==> config.mk <==
export PLATFORM = sky130hd
export DESIGN_NAME = p9g_port
export DESIGN_NICKNAME = d
export VERILOG_FILES = /design/src/p9g_pkg.sv /design/src/p9g_port.sv /design/src/p9g_sync.sv /design/src/p9g_wb_slave.sv
export SDC_FILE = /design/constraint.sdc
export NUM_CORES = 1
export LEC_CHECK = 0
export BUFFER_PORTS_ARGS = -buffer_cell sky130_fd_sc_hd__buf_2
export CORE_MARGIN = 1
export CORE_UTILIZATION = 49
export DETAILED_ROUTE_END_ITERATION = 16
export PLACE_DENSITY = 0.79
export SYNTH_ARGS = -nofsm -noshare
export SYNTH_HDL_FRONTEND = slang
export SYNTH_SLANG_ARGS = --single-unit
==> constraint.sdc <==
create_clock -name clk_i -period 3 [get_ports clk_i]
set_input_delay 0.6 -clock clk_i [delete_from_list [all_inputs] [get_ports clk_i]]
set_output_delay 0.6 -clock clk_i [all_outputs]
set_load 0.03 [all_outputs]
==> src/p9g_pkg.sv <==
// shared constants and carrier types of the port nine pin multiplexer
package p9g_pkg;

  // ----------------------------------------------------------------
  // register map (byte addresses on the bus)
  // ----------------------------------------------------------------
  localparam logic [7:0] P9G_ADR_DIRECTION = 8'h00;
  localparam logic [7:0] P9G_ADR_LATCH = 8'h04;
  localparam logic [7:0] P9G_ADR_FSEL = 8'h08;
  localparam logic [7:0] P9G_ADR_STATUS = 8'h0c;

  // ----------------------------------------------------------------
  // reset values
  // ----------------------------------------------------------------
  localparam logic [7:0] P9G_RST_DIRECTION = 8'h00;
  localparam logic [7:0] P9G_RST_LATCH = 8'h00;
  localparam logic [8:0] P9G_RST_FSEL = 9'h000;

  // ----------------------------------------------------------------
  // pin positions with an alternate function
  // ----------------------------------------------------------------
  localparam int P9G_PIN_I2C = 7;
  localparam int P9G_PIN_CLK = 6;
  localparam int P9G_PIN_EXT_INTERRUPT_ZERO = 2;
  localparam int P9G_PIN_EXT_INTERRUPT_ONE = 1;
  localparam int P9G_PIN_EXT_INTERRUPT_TWO = 0;
  localparam int P9G_PIN_TRIG = 0;

  // ----------------------------------------------------------------
  // status register field positions
  // ----------------------------------------------------------------
  localparam int P9G_ST_I2C = 0;
  localparam int P9G_ST_CLKOUT = 1;
  localparam int P9G_ST_SUBCLK = 2;
  localparam int P9G_ST_TRIG = 3;
  localparam int P9G_ST_OE_LSB = 8;

  // ----------------------------------------------------------------
  // carriers
  // ----------------------------------------------------------------
  // function select bits, msb first: see field order below
  typedef struct packed {
    logic trigger_select_high;
    logic trigger_select_low;
    logic ext_interrupt_two_enable;
    logic ext_interrupt_one_enable;
    logic ext_interrupt_zero_enable;
    logic subclock_input_enable;
    logic i2c_route_select_b;
    logic i2c_route_select_a;
    logic i2c_unit_enable;
  } p9g_fsel_t;

  typedef struct packed {
    logic [7:0] o;
    logic [7:0] oe;
  } p9g_pad_t;

  typedef struct packed {
    logic [2:0] ext_interrupt;
    logic conversion_trigger_input;
    logic subclock_input;
    logic i2c_data_line;
  } p9g_peri_t;

  typedef enum logic [1:0] {
    P9G_REG_DIRECTION,
    P9G_REG_LATCH,
    P9G_REG_FSEL,
    P9G_REG_STATUS
  } p9g_reg_t;

endpackage : p9g_pkg

==> src/p9g_port.sv <==
// port nine general-purpose pins with shared peripheral functions
//
// Behaviour
// - eight pins, each direction bit: 1 output, 0 input
// - direction register is write-only and resets to all zero
// - direction 0 releases the pin driver, pin is an input
// - direction 1 drives pins 7 and 5..0; pin 6 outputs system clock while subclock input enable is 0
// - data latch holds the output value of pins 7 and 5..0, driven in output mode
// - read of output-mode bit except bit 6 returns latched value
// - read of input-mode bit returns sampled pin level
// - bit 6 is read-only and always returns the sampled pin level
// - latch bits reset to zero; bit 6 follows pin six
// - with derived i2c enable, pin 7 is i2c data, direction ignored
// - i2c data pin only pulls low or releases; plain output drives both
// - pin 6: input, subclock input, or system clock output by bits
// - pins 5, 4, 3 are plain inputs or outputs only
// - interrupt zero enable passes pin 2 level to interrupt zero
// - interrupt one enable passes pin 1 level to interrupt one
// - interrupt two enable passes pin 0 level to interrupt two
// - both trigger selects pass pin 0 level to converter trigger
`timescale 1ns/1ps
`default_nettype none
module p9g_port
  import p9g_pkg::*;
(
  // clock and reset
  input wire logic clk_i,
  input wire logic rst_i,
  // wishbone slave
  input wire logic wb_cyc_i,
  input wire logic wb_stb_i,
  input wire logic wb_we_i,
  input wire logic [31:0] wb_adr_i,
  input wire logic [3:0] wb_sel_i,
  input wire logic [31:0] wb_dat_i,
  output logic [31:0] wb_dat_o,
  output logic wb_ack_o,
  output logic wb_err_o,
  // pads
  input wire logic [7:0] pin_i,
  output p9g_pad_t pad_o,
  // i2c unit: 1 asks the data line low
  input wire logic i2c_data_drive_low_i,
  // levels handed to peripherals
  output p9g_peri_t peri_o
);

  // ----------------------------------------------------------------
  // state
  // ----------------------------------------------------------------
  typedef struct packed {
    logic [7:0] direction;
    logic [7:0] latch;
    p9g_fsel_t fsel;
    logic [31:0] rdata;
    p9g_pad_t pad;
    logic clk_out;
    p9g_peri_t peri;
  } p9g_st_t;

  p9g_st_t st_r;
  p9g_st_t st_nxt;

  // ----------------------------------------------------------------
  // bus front end and synchroniser
  // ----------------------------------------------------------------
  p9g_reg_t reg_sel;
  logic capture;
  logic write;
  logic [7:0] level;

  p9g_wb_slave u_wb (
    .clk_i(clk_i),
    .rst_i(rst_i),
    .wb_cyc_i(wb_cyc_i),
    .wb_stb_i(wb_stb_i),
    .wb_we_i(wb_we_i),
    .wb_adr_i(wb_adr_i),
    .wb_sel_i(wb_sel_i),
    .wb_ack_o(wb_ack_o),
    .wb_err_o(wb_err_o),
    .reg_o(reg_sel),
    .capture_o(capture),
    .write_o(write)
  );

  p9g_sync u_sync (
    .clk_i(clk_i),
    .rst_i(rst_i),
    .raw_i(pin_i),
    .level_o(level)
  );

  // ----------------------------------------------------------------
  // pin function decode
  // ----------------------------------------------------------------
  logic i2c_route;
  logic clk_sel;
  logic subclk_sel;
  logic trig_sel;
  logic [7:0] read_port;
  logic [7:0] oe_vec;
  logic [7:0] o_vec;

  // derived i2c routing enable
  assign i2c_route = st_r.fsel.i2c_unit_enable &
                     ~(st_r.fsel.i2c_route_select_a & st_r.fsel.i2c_route_select_b);
  assign clk_sel = st_r.direction[P9G_PIN_CLK] & ~st_r.fsel.subclock_input_enable;
  assign subclk_sel = ~st_r.direction[P9G_PIN_CLK] & st_r.fsel.subclock_input_enable;
  assign trig_sel = st_r.fsel.trigger_select_high & st_r.fsel.trigger_select_low;

  genvar g;
  generate
    for (g = 0; g < 8; g++) begin : g_pin
      if (g == P9G_PIN_I2C) begin : g_i2c
        // open drain while the i2c unit owns the pin
        assign oe_vec[g] = i2c_route ? i2c_data_drive_low_i : st_r.direction[g];
        assign o_vec[g] = i2c_route ? 1'b0 : st_r.latch[g];
        assign read_port[g] = st_r.direction[g] ? st_r.latch[g] : level[g];
      end else if (g == P9G_PIN_CLK) begin : g_clk
        // the latch never reaches this pin; direction 1 with subclock on is released
        assign oe_vec[g] = clk_sel;
        assign o_vec[g] = 1'b0;
        assign read_port[g] = level[g];
      end else begin : g_plain
        assign oe_vec[g] = st_r.direction[g];
        assign o_vec[g] = st_r.latch[g];
        assign read_port[g] = st_r.direction[g] ? st_r.latch[g] : level[g];
      end
    end
  endgenerate

  // ----------------------------------------------------------------
  // next state
  // ----------------------------------------------------------------
  always_comb begin
    st_nxt = st_r;
    // register writes
    if (write) begin
      unique case (reg_sel)
        P9G_REG_DIRECTION: st_nxt.direction = wb_dat_i[7:0];
        P9G_REG_LATCH: begin
          st_nxt.latch = wb_dat_i[7:0];
          st_nxt.latch[P9G_PIN_CLK] = 1'b0;
        end
        P9G_REG_FSEL: st_nxt.fsel = p9g_fsel_t'(wb_dat_i[8:0]);
        P9G_REG_STATUS: st_nxt.fsel = st_r.fsel;
      endcase
    end
    // read data is captured as the request is taken
    if (capture) begin
      st_nxt.rdata = 32'h00000000;
      unique case (reg_sel)
        P9G_REG_DIRECTION: st_nxt.rdata = 32'h00000000;
        P9G_REG_LATCH: st_nxt.rdata[7:0] = read_port;
        P9G_REG_FSEL: st_nxt.rdata[8:0] = st_r.fsel;
        P9G_REG_STATUS: begin
          st_nxt.rdata[P9G_ST_I2C] = i2c_route;
          st_nxt.rdata[P9G_ST_CLKOUT] = clk_sel;
          st_nxt.rdata[P9G_ST_SUBCLK] = subclk_sel;
          st_nxt.rdata[P9G_ST_TRIG] = trig_sel;
          st_nxt.rdata[P9G_ST_OE_LSB +: 8] = st_r.pad.oe;
        end
      endcase
    end
    // pad and peripheral outputs, one register stage after the control state
    st_nxt.pad.oe = oe_vec;
    st_nxt.pad.o = o_vec;
    st_nxt.clk_out = clk_sel;
    st_nxt.peri.i2c_data_line = level[P9G_PIN_I2C] | ~i2c_route;
    // the rule on direction 0 is software's; hardware just refuses the mix
    st_nxt.peri.subclock_input = level[P9G_PIN_CLK] & subclk_sel;
    st_nxt.peri.ext_interrupt[0] = level[P9G_PIN_EXT_INTERRUPT_ZERO] &
                                   st_r.fsel.ext_interrupt_zero_enable;
    st_nxt.peri.ext_interrupt[1] = level[P9G_PIN_EXT_INTERRUPT_ONE] &
                                   st_r.fsel.ext_interrupt_one_enable;
    st_nxt.peri.ext_interrupt[2] = level[P9G_PIN_EXT_INTERRUPT_TWO] &
                                   st_r.fsel.ext_interrupt_two_enable;
    st_nxt.peri.conversion_trigger_input = level[P9G_PIN_TRIG] & trig_sel;
  end

  // ----------------------------------------------------------------
  // registers
  // ----------------------------------------------------------------
  always_ff @(posedge clk_i) begin
    if (rst_i) begin
      st_r.direction <= P9G_RST_DIRECTION;
      st_r.latch <= P9G_RST_LATCH;
      st_r.fsel <= p9g_fsel_t'(P9G_RST_FSEL);
      st_r.rdata <= 32'h00000000;
      st_r.pad <= '0;
      st_r.clk_out <= 1'b0;
      st_r.peri <= '0;
    end else begin
      st_r <= st_nxt;
    end
  end

  // ----------------------------------------------------------------
  // outputs
  // ----------------------------------------------------------------
  // the system clock is gated straight onto pin 6; a flop could only halve it
  always_comb begin
    pad_o = st_r.pad;
    pad_o.o[P9G_PIN_CLK] = clk_i & st_r.clk_out;
  end

  assign wb_dat_o = st_r.rdata;
  assign peri_o = st_r.peri;

endmodule : p9g_port
`default_nettype wire

==> src/p9g_sync.sv <==
// three-stage pin synchroniser with agreement filter
`timescale 1ns/1ps
`default_nettype none
module p9g_sync
  import p9g_pkg::*;
(
  // clock and reset
  input wire logic clk_i,
  input wire logic rst_i,
  // pins
  input wire logic [7:0] raw_i,
  output logic [7:0] level_o
);

  typedef struct packed {
    logic [7:0] s1;
    logic [7:0] s2;
    logic [7:0] s3;
    logic [7:0] lvl;
  } p9g_sync_st_t;

  p9g_sync_st_t st_r;
  p9g_sync_st_t st_nxt;

  always_comb begin
    st_nxt = st_r;
    st_nxt.s1 = raw_i;
    st_nxt.s2 = st_r.s1;
    st_nxt.s3 = st_r.s2;
    // s1 feeds only s2; a level counts once s2 and s3 agree
    for (int i = 0; i < 8; i++) begin
      if (st_r.s2[i] == st_r.s3[i]) begin
        st_nxt.lvl[i] = st_r.s3[i];
      end
    end
  end

  always_ff @(posedge clk_i) begin
    if (rst_i) begin
      st_r <= '0;
    end else begin
      st_r <= st_nxt;
    end
  end

  assign level_o = st_r.lvl;

endmodule : p9g_sync
`default_nettype wire

==> src/p9g_wb_slave.sv <==
// classic wishbone slave front end: decode, ack and error timing
`timescale 1ns/1ps
`default_nettype none
module p9g_wb_slave
  import p9g_pkg::*;
(
  // clock and reset
  input wire logic clk_i,
  input wire logic rst_i,
  // wishbone request
  input wire logic wb_cyc_i,
  input wire logic wb_stb_i,
  input wire logic wb_we_i,
  input wire logic [31:0] wb_adr_i,
  input wire logic [3:0] wb_sel_i,
  // wishbone answer
  output logic wb_ack_o,
  output logic wb_err_o,
  // towards the register file
  output p9g_reg_t reg_o,
  output logic capture_o,
  output logic write_o
);

  typedef struct packed {
    logic ack;
    logic err;
  } p9g_wb_st_t;

  p9g_wb_st_t st_r;
  p9g_wb_st_t st_nxt;
  logic mapped;
  logic start;

  always_comb begin
    mapped = 1'b1;
    reg_o = P9G_REG_DIRECTION;
    unique case (wb_adr_i[7:0])
      P9G_ADR_DIRECTION: reg_o = P9G_REG_DIRECTION;
      P9G_ADR_LATCH: reg_o = P9G_REG_LATCH;
      P9G_ADR_FSEL: reg_o = P9G_REG_FSEL;
      P9G_ADR_STATUS: reg_o = P9G_REG_STATUS;
      default: mapped = 1'b0;
    endcase
    if (wb_adr_i[31:8] != 24'h000000) begin
      mapped = 1'b0;
    end
  end

  // one answer per request; the answer drops the cycle after it is given
  assign start = wb_cyc_i & wb_stb_i & ~st_r.ack & ~st_r.err;

  always_comb begin
    st_nxt.ack = start & mapped;
    st_nxt.err = start & ~mapped;
  end

  always_ff @(posedge clk_i) begin
    if (rst_i) begin
      st_r <= '0;
    end else begin
      st_r <= st_nxt;
    end
  end

  assign capture_o = start & mapped;
  // writes land on the edge where the master samples ack
  assign write_o = wb_cyc_i & wb_stb_i & wb_we_i & st_r.ack & wb_sel_i[0];
  assign wb_ack_o = st_r.ack;
  assign wb_err_o = st_r.err;

endmodule : p9g_wb_slave
`default_nettype wire

==> flow_metrics.env, run 1 <==
export IMPL_status="completed"
export IMPL_cap_violations=0
export IMPL_synth_mux_area_share_pct=12.6
export IMPL_cellLeakagePower_nw=2.07
export IMPL_r2r_start="u_wb.wb_ack_o"
export IMPL_end_kind="output pin"
export IMPL_worstSetupPathType="clk -> out"
export IMPL_drive_gt1_share_pct=29.6
export IMPL_synth_compound_area_share_pct=5.27
export IMPL_crit_top_cell="clkbuf_8"
export IMPL_drcViolationCount=0
export IMPL_tightest_slew_ns=0.619
export IMPL_synth_simple_area_share_pct=18.5
export IMPL_postCtsHoldBufs=0
export IMPL_finalInstanceArea_sq_mm=0.00434
export IMPL_maxSlewViolCount=0
export IMPL_grt_max_degree=44
export IMPL_ir_drop_mv=0.335
export IMPL_dpl_cell_count=532
export IMPL_yosys_top_cells_area="dfxtp_1 (49%), buf_4 (10%), mux2i_1 (9.6%)"
export IMPL_synth_top_cell_area_share_pct=49.5
export IMPL_tns_ns=0
export IMPL_syn_area_sq_mm=0.00384
export IMPL_nNetsFinal=534
export IMPL_slowest_stage="buf_2"
export IMPL_yosysWarnings=0
export IMPL_area_delta_synth_final_pct=12.8
export IMPL_grt_pass1_wl_um=11600
export IMPL_rows=31
export IMPL_hold_path_end="u_sync.st_nxt[21]"
export IMPL_synth_top_area_cell="dfxtp_1"
export IMPL_cp_required_ns=2.40
export IMPL_cts_tree="yes"
export IMPL_hp_class="in -> reg"
export IMPL_path_buf_inv=3
export IMPL_seq_area_frac_synth_pct=49.5
export IMPL_die_x_um=90.6
export IMPL_cp_num_cells=4
export IMPL_cp_max_fo=2
export IMPL_wl_um=7180
export IMPL_whs_path_depth=2
export IMPL_rrSetupSlack_ns=1.38
export IMPL_r2r_end="oe_vec[4]"
export IMPL_r2r_cells=4
export IMPL_synth_xor_area_share_pct=0
export IMPL_relSlewSlack_pct=58.6
export IMPL_grt_usage_pct=18.3
export IMPL_cts_resized=0
export IMPL_clk_latency_ns=0.46
export IMPL_wl_per_cell_um=13.0
export IMPL_drtIter0Drc=133
export IMPL_initial_core_util_pct=51.9
export IMPL_fp_dieArea_sq_mm=0.00820
export IMPL_finalHoldViolCount=0
export IMPL_grt_setup_unrepaired="false"
export IMPL_setup_ws_ns=0.359
export IMPL_avgSynthCellArea_sq_um=9.98
export IMPL_synth_top_family_by_area="simple AND/OR/NAND/NOR gates"
export IMPL_io_buffer_count=95
export IMPL_synthTopCellsByCount="dfxtp_1 (95), buf_4 (53), nor2b_1 (42)"
export IMPL_drtPass1Iterations=4
export IMPL_cellPowerDensity_mw_per_mm2=554
export IMPL_n_antenna_cell=0
export IMPL_synth_most_common_cell="dfxtp_1"
export IMPL_top_level_ports=138
export IMPL_synth_seq_cells=95
export IMPL_synth_distinct_cells=37
export IMPL_dp_hpwl_um=5160
export IMPL_async_reset_ff_share_pct=0
export IMPL_path_cells="clkbuf_8, clkbuf_8, and2_1, buf_2"
export IMPL_critPathMaxStageDelay_ns=0.17
export IMPL_pre_cts_ws_ns=0.266
export IMPL_antenna_left=0
export IMPL_fin_skew_ns=0.00528
export IMPL_start_kind="clock port"
export IMPL_antenna_found_initial=0
export IMPL_timing_hold_ws_ns=0.337
export IMPL_post_cts_setup_buffers=0
export IMPL_die_y_um=90.6
export IMPL_grt_pass1_vias=2483
export IMPL_via_per_inst=4.81
export IMPL_worstPathArrival_ns=2.04
export IMPL_final_instance_count_excl_fill=551
export IMPL_routabilityCongestion=0.853
export IMPL_path_delay_family="buffers and inverters"
export IMPL_synthFlopType="dfxtp_1"
export IMPL_overflow=0
export IMPL_hold_path_startpoint="pin_i[5]"
export IMPL_dpl_cell_area_sq_mm=0.00407
export IMPL_core_region_area_sq_mm=0.00741
export IMPL_synthAdderAreaFrac_pct=1.63
export IMPL_vias=2651
export IMPL_synth_edf_count=0
export IMPL_clk_pin_slew_ns=0.09
export IMPL_syn_inst=385
export IMPL_setup_viol=0
-- stage by stage --
| stage | power [mW] | utilization, % |
|---|---|---|
| 3_3_place_gp | 1.41 | 55.0 |
| 3_5_place_dp | 1.42 | 55.0 |
| 5_1_grt | 2.51 | 58.5 |
| 2_1_floorplan | 1.39 | - |
| 4_1_cts | 2.44 | 58.5 |
| 6_report | 2.40 | 58.5 |
-- flip-flops by register name, summed over array words and instances (netlist names) --
signal / count
wb_dat_o: 16
u_wb.wb_err_o: 1
u_wb.wb_ack_o: 1
o_vec: 6
st_r: 12
u_sync.st_nxt: 16
pad_o: 15
u_sync.st_r: 8
peri_o: 6
oe_vec: 6
u_sync.level_o: 8
-- logic make-up (layout without fill, tap and decap cells) --
group	Yosys count	in the layout
compound gates	31	31
other cells	1	16
buf+inv	71	123
simple gates	135	135
flops	95	95
fa+ha+maj	5	5
mux	47	47
-- power by group --
group          internal [mW]  switching [mW]
clock network          0.557           0.459
logic                 0.0386          0.0702
registers               1.27         0.00483
total                   1.87           0.534
-- per-layer routing --
metal  part of all wire (%)  track usage (%)
met1                     45             21.3
met2                     48             28.3
met3                    5.7             8.42
met4                    1.8             9.01
met5                      0                0
-- final cells by class --
class | instances | area, sq um
timing repair buffer | 99 | 508
multi-input combinational | 234 | 1520
tap | 99 | 124
clock inverter | 7 | 96.3
sequential | 95 | 1900
clock buffer | 13 | 170
fill | 655 | 3070
inverter | 4 | 15.0
-- cell usage in the layout, fill, tap and decap left out --
| cell type | netlist | routed |
|---|---|---|
| nor2_1 | 29 | 29 |
| buf_4 | 53 | 5 |
| nand4_2 | 1 | 1 |
| o211a_1 | 1 | 1 |
| nor3_4 | 1 | 1 |
| a211o_1 | 1 | 1 |
| nand3_1 | 4 | 4 |
| ha_1 | 5 | 5 |
| dfxtp_1 | 95 | 95 |
| nor4_1 | 7 | 7 |
| inv_1 | 3 | 3 |
| or4_1 | 1 | 1 |
| mux2i_1 | 37 | 37 |
| clkinv_2 | 0 | 2 |
| clkbuf_8 | 0 | 12 |
| nand2_1 | 33 | 33 |
| and4_1 | 2 | 2 |
| and3_1 | 4 | 4 |
| clkinv_1 | 1 | 1 |
| nor3b_1 | 1 | 1 |
| a21oi_1 | 10 | 10 |
| mux2_2 | 10 | 10 |
| and2_1 | 2 | 2 |
| a21boi_0 | 2 | 2 |
| and2_2 | 1 | 1 |
| conb_1 | 1 | 16 |
| nor3_1 | 4 | 4 |
| nor2b_1 | 42 | 42 |
| o21ai_0 | 9 | 9 |
| nand4_1 | 1 | 1 |
| clkinvlp_4 | 0 | 2 |
| bufinv_16 | 0 | 2 |
| nor4_2 | 1 | 1 |
| inv_8 | 0 | 1 |
| a22o_1 | 5 | 5 |
| buf_2 | 1 | 95 |
| a222oi_1 | 2 | 2 |
| and3_2 | 1 | 1 |
| a32o_1 | 1 | 1 |
-- how the worst max path moves through the flow --
stage / from / endpoint / slack (ns)
finish: clk_i / pad_o[14] / 0.36
global route: clk_i / pad_o[14] / 0.35
CTS: clk_i / pad_o[14] / 0.35
detailed placement: wb_adr_i[5] / wb_dat_o[8] / 0.27
global placement: wb_adr_i[5] / wb_dat_o[8] / 0.36
floorplan: wb_adr_i[5] / wb_dat_o[8] / 0.55
Note: power is estimated with default switching activity, not from simulation.
==> inputs of run 2 (changes only) <==
--- a/config.mk
+++ b/config.mk
@@ -10,6 +10,7 @@
 export CORE_UTILIZATION = 49
 export DETAILED_ROUTE_END_ITERATION = 16
 export PLACE_DENSITY = 0.79
+export REMOVE_ABC_BUFFERS = 1
 export SYNTH_ARGS = -nofsm -noshare
 export SYNTH_HDL_FRONTEND = slang
 export SYNTH_SLANG_ARGS = --single-unit
==> run 2 against run 1 <==
  * Routed wire length rose by 1.6%
  * Hold slack improved by 0.0024 ns
  * Global-route usage grew 0.70 points
  * Register-to-register slack barely moved
  * Final cell count grew 0.18%
  * Power shrank 4.1%
  * Sequential power about the same
  * Largest cell class unchanged
  * Largest power group unchanged
  * Highest routed layer unchanged
==> flow_metrics.env, run 2 (synthesis gave the netlist of run 1 again) <==
export IMPL_tightest_slew_ns=0.614
export IMPL_cp_required_ns=2.40
export IMPL_io_buffer_count=95
export IMPL_grt_pass1_vias=2636
export IMPL_n_antenna_cell=0
export IMPL_fp_dieArea_sq_mm=0.00820
export IMPL_grt_usage_pct=19.0
export IMPL_path_delay_family="buffers and inverters"
export IMPL_nNetsFinal=535
export IMPL_cts_tree="yes"
export IMPL_initial_core_util_pct=51.9
export IMPL_overflow=0
export IMPL_drtIter0Drc=147
export IMPL_cellPowerDensity_mw_per_mm2=533
export IMPL_top_level_ports=138
export IMPL_end_kind="output pin"
export IMPL_finalHoldViolCount=0
export IMPL_maxSlewViolCount=0
export IMPL_routabilityCongestion=0.812
export IMPL_postCtsHoldBufs=0
export IMPL_relSlewSlack_pct=59.0
export IMPL_via_per_inst=4.88
export IMPL_tns_ns=0
export IMPL_core_region_area_sq_mm=0.00741
export IMPL_clk_latency_ns=0.46
export IMPL_grt_max_degree=31
export IMPL_vias=2693
export IMPL_ir_drop_mv=0.301
export IMPL_die_x_um=90.6
export IMPL_setup_viol=0
export IMPL_start_kind="clock port"
export IMPL_finalInstanceArea_sq_mm=0.00432
export IMPL_drive_gt1_share_pct=29.8
export IMPL_critPathMaxStageDelay_ns=0.17
export IMPL_drtPass1Iterations=4
export IMPL_wl_per_cell_um=13.2
export IMPL_cp_num_cells=4
export IMPL_worstPathArrival_ns=2.04
export IMPL_cts_resized=0
export IMPL_dp_hpwl_um=5240
export IMPL_slowest_stage="buf_2"
export IMPL_worstSetupPathType="clk -> out"
export IMPL_clk_pin_slew_ns=0.10
export IMPL_antenna_left=0
export IMPL_path_buf_inv=3
export IMPL_crit_top_cell="clkbuf_8"
export IMPL_hp_class="in -> reg"
export IMPL_antenna_found_initial=0
export IMPL_rows=31
export IMPL_final_cell_mix="buf_2 (95), dfxtp_1 (95), nor2b_1 (42)"
export IMPL_finish_utilization_pct=58.4
export IMPL_wl_um=7290
export IMPL_post_cts_setup_buffers=0
export IMPL_fin_skew_ns=0.00915
export IMPL_r2r_cells=5
export IMPL_path_cells="clkbuf_8, clkbuf_8, and2_1, buf_2"
export IMPL_status="completed"
export IMPL_grt_pass1_wl_um=12200
export IMPL_drcViolationCount=0
export IMPL_timing_hold_ws_ns=0.339
export IMPL_cap_violations=0
export IMPL_cellLeakagePower_nw=2.07
export IMPL_grt_setup_unrepaired="false"
export IMPL_dpl_cell_area_sq_mm=0.00408
export IMPL_power_total_mw=2.30
export IMPL_area_delta_synth_final_pct=12.5
export IMPL_cp_max_fo=2
export IMPL_whs_path_depth=2
export IMPL_die_y_um=90.6
-- run 2: layout make-up --
cell class              count  area, sq um
clock buffers              13          170
clock inverters             7         76.3
fillers                   658         3090
inverters                   4         15.0
multi-input cells         234         1520
flip-flops and latches     95         1900
well taps                  99          124
repair buffers            100          515
-- run 2: routing by layer --
| metal | track usage (%) | share of wire [%] | vias to the layer above |
|---|---|---|---|
| li1 | - | - | 1345 |
| met1 | 23.1 | 45 | 1243 |
| met2 | 30.7 | 48 | 84 |
| met3 | 5.30 | 4.9 | 21 |
| met4 | 9.81 | 2.3 | 0 |
| met5 | 0 | 0 | - |
-- run 2: metrics by stage --
stage	std cells	setup slack (ns)
after floorplan	333	0.625
after global placement	533	0.389
after detailed placement	533	0.300
after CTS	552	0.351
after global routing	552	0.338
final	552	0.361
-- run 2: path summary, 6_finish.rpt --
path                                        start           endpoint  slack [ns]
worst min register to register  u_sync.st_nxt[21]  u_sync.st_nxt[13]        0.44
worst min-delay path                     pin_i[7]  u_sync.st_nxt[23]        0.34
worst max register to register      u_wb.wb_ack_o        wb_dat_o[9]        1.39
worst max-delay path                        clk_i          pad_o[14]        0.36
-- run 2: where the power goes --
part | internal, mW | switching, mW | leakage, nW | total (mW)
logic | 0.0394 | 0.0705 | 1.16 | 0.110
registers | 1.27 | 0.00471 | 0.770 | 1.28
clock network | 0.412 | 0.504 | 0.131 | 0.916
total | 1.73 | 0.579 | 2.07 | 2.30
-- run 2: worst reg2reg max path, cell delays in order, from the launching register on --
cell	delay (ns)
dfxtp_1	0.33
nor2_1	0.10
nand3_1	0.18
nor3_4	0.43
buf_4	0.28
mux2i_1	0.21
==> inputs of run 3 (changes only) <==
--- a/config.mk
+++ b/config.mk
@@ -7,9 +7,10 @@
 export LEC_CHECK = 0
 export BUFFER_PORTS_ARGS = -buffer_cell sky130_fd_sc_hd__buf_2
 export CORE_MARGIN = 1
-export CORE_UTILIZATION = 49
+export CORE_UTILIZATION = 51
+export CTS_BUF_LIST = sky130_fd_sc_hd__clkbuf_4
 export DETAILED_ROUTE_END_ITERATION = 16
-export PLACE_DENSITY = 0.79
+export PLACE_DENSITY = 0.82
 export REMOVE_ABC_BUFFERS = 1
 export SYNTH_ARGS = -nofsm -noshare
 export SYNTH_HDL_FRONTEND = slang
==> run 3 against run 2 <==
  * Register-to-register slack barely moved
  * Flip-flop and latch count did not move
  * First-iteration DRC count fell by 22%
  * Combinational power barely moved
  * Critical path depth did not move
  * Core utilization fell by 0.097 points
  * Clock skew rose by 0.0031 ns
  * Critical endpoint unchanged
  * Via count fell by 1.2%
  * Largest cell class unchanged
==> flow_metrics.env, run 3 (synthesis gave the netlist of run 1 again) <==
export IMPL_slowest_stage="buf_2"
export IMPL_wl_um=6990
export IMPL_clk_latency_ns=0.54
export IMPL_p_int_mw=1.62
export IMPL_grtUsageMet1_pct=21.5
export IMPL_grt_max_degree=61
export IMPL_drive_gt1_share_pct=29.3
export IMPL_multi_input_area_sq_mm=0.00152
export IMPL_status="completed"
export IMPL_cts_tree="yes"
export IMPL_clk_pin_slew_ns=0.14
export IMPL_hp_class="in -> reg"
export IMPL_cp_max_fo=2
export IMPL_path_cells="clkbuf_4, clkbuf_4, and2_1, buf_2"
export IMPL_grt_pass1_vias=2418
export IMPL_cp_required_ns=2.40
export IMPL_p_comb_share_pct=5.1
export IMPL_io_buffer_count=95
export IMPL_power_share_clock_pct=34.1
export IMPL_antenna_left=0
export IMPL_use_met2_pct=30.7
export IMPL_drtIter0Drc=114
export IMPL_finalHoldViolCount=0
export IMPL_grt_setup_unrepaired="false"
export IMPL_via_per_inst=4.84
export IMPL_worstSetupPathType="clk -> out"
export IMPL_setup_viol=0
export IMPL_grt_busiest_layer="met2"
export IMPL_cellLeakagePower_nw=2.01
export IMPL_post_cts_setup_buffers=0
export IMPL_antenna_found_initial=0
export IMPL_grt_met3_usage_pct=7.93
export IMPL_top_level_ports=138
export IMPL_n_antenna_cell=0
export IMPL_maxSlewViolCount=0
export IMPL_dpl_cell_count=531
export IMPL_tightest_slew_ns=0.609
export IMPL_die_y_um=88.8
export IMPL_dpl_cell_area_sq_mm=0.00407
export IMPL_relSlewSlack_pct=59.3
export IMPL_end_kind="output pin"
export IMPL_cap_violations=0
export IMPL_nFillCells=641
export IMPL_ir_drop_mv=0.233
export IMPL_cts_resized=0
export IMPL_final_cell_mix="buf_2 (95), dfxtp_1 (95), nor2b_1 (42)"
export IMPL_start_kind="clock port"
export IMPL_overflow=0
export IMPL_core_region_area_sq_mm=0.00725
export IMPL_wl_per_cell_um=12.7
export IMPL_vias=2662
export IMPL_dp_hpwl_um=5160
export IMPL_grt_usage_pct=18.8
export IMPL_fin_skew_ns=0.0122
export IMPL_routabilityCongestion=0.766
export IMPL_p_switching_uw=491
export IMPL_nNetsFinal=533
export IMPL_swShare_pct=23.3
export IMPL_initial_core_util_pct=53.0
export IMPL_final_instance_count_excl_fill=550
export IMPL_area_delta_synth_final_pct=9.93
export IMPL_fp_dieArea_sq_mm=0.00789
export IMPL_grt_pass1_wl_um=11000
export IMPL_pwr_share_seq_pct=60.8
export IMPL_drcViolationCount=0
export IMPL_critPathMaxStageDelay_ns=0.17
export IMPL_worstPathArrival_ns=2.05
export IMPL_cellPowerDensity_mw_per_mm2=499
export IMPL_tns_ns=0
export IMPL_finalInstanceArea_sq_mm=0.00423
export IMPL_drtPass1Iterations=4
export IMPL_rows=31
export IMPL_ff_latch_area_sq_mm=0.00190
export IMPL_postCtsHoldBufs=0
export IMPL_power_total_mw=2.11
export IMPL_crit_top_cell="clkbuf_4"
export IMPL_die_x_um=88.8
## run 3: critical path, delay by kind of cell
| family | cells | cell delay (ns) |
|---|---|---|
| buffers and inverters | 3 | 0.40 |
| AND/OR/NAND/NOR | 1 | 0.14 |
## run 3: power by group through the flow
stage               clock network [mW]  logic (mW)  registers, mW
finish                           0.719       0.107           1.28
global route                     0.801       0.118           1.28
detailed placement          0.00000101       0.108           1.31
floorplan                   0.00000100      0.0448           1.31
CTS                              0.737       0.108           1.28
global placement            0.00000101       0.105           1.31
## run 3: layer usage
metal / part of all wire (%) / vias up
met5: 0 / -
met4: 2.1 / 0
met3: 5.4 / 15
met2: 48 / 79
met1: 45 / 1228
li1: - / 1340
## run 3: path summary, 6_finish.rpt
path                            slack (ns)           endpoint               from  cells after the start
worst max-delay path                  0.35          pad_o[14]              clk_i                      4
worst min-delay path                  0.25  u_sync.st_nxt[18]           pin_i[2]                      2
worst max register to register        1.38       wb_dat_o[14]      u_wb.wb_ack_o                      5
worst min register to register        0.45  u_sync.st_nxt[12]  u_sync.st_nxt[20]                      1
## run 3: metrics by stage
step           util, %  hold slack (ns)  setup WS [ns]
6_report          58.3            0.253          0.353
5_1_grt           58.3            0.214          0.339
4_1_cts           58.3            0.239          0.345
3_5_place_dp      56.1            0.420          0.291
3_3_place_gp      56.1            0.417          0.391
2_1_floorplan        -            0.414          0.625
## run 3: area by class of cell
| class | instances | share of cell area [%] |
|---|---|---|
| Clock buffer | 14 | 2.43 |
| Clock inverter | 6 | 1.45 |
| Inverter | 4 | 0.355 |
| Multi-Input combinational cell | 234 | 36.0 |
| Sequential cell | 95 | 45.0 |
| Tap cell | 99 | 2.93 |
| Timing Repair Buffer | 98 | 11.8 |
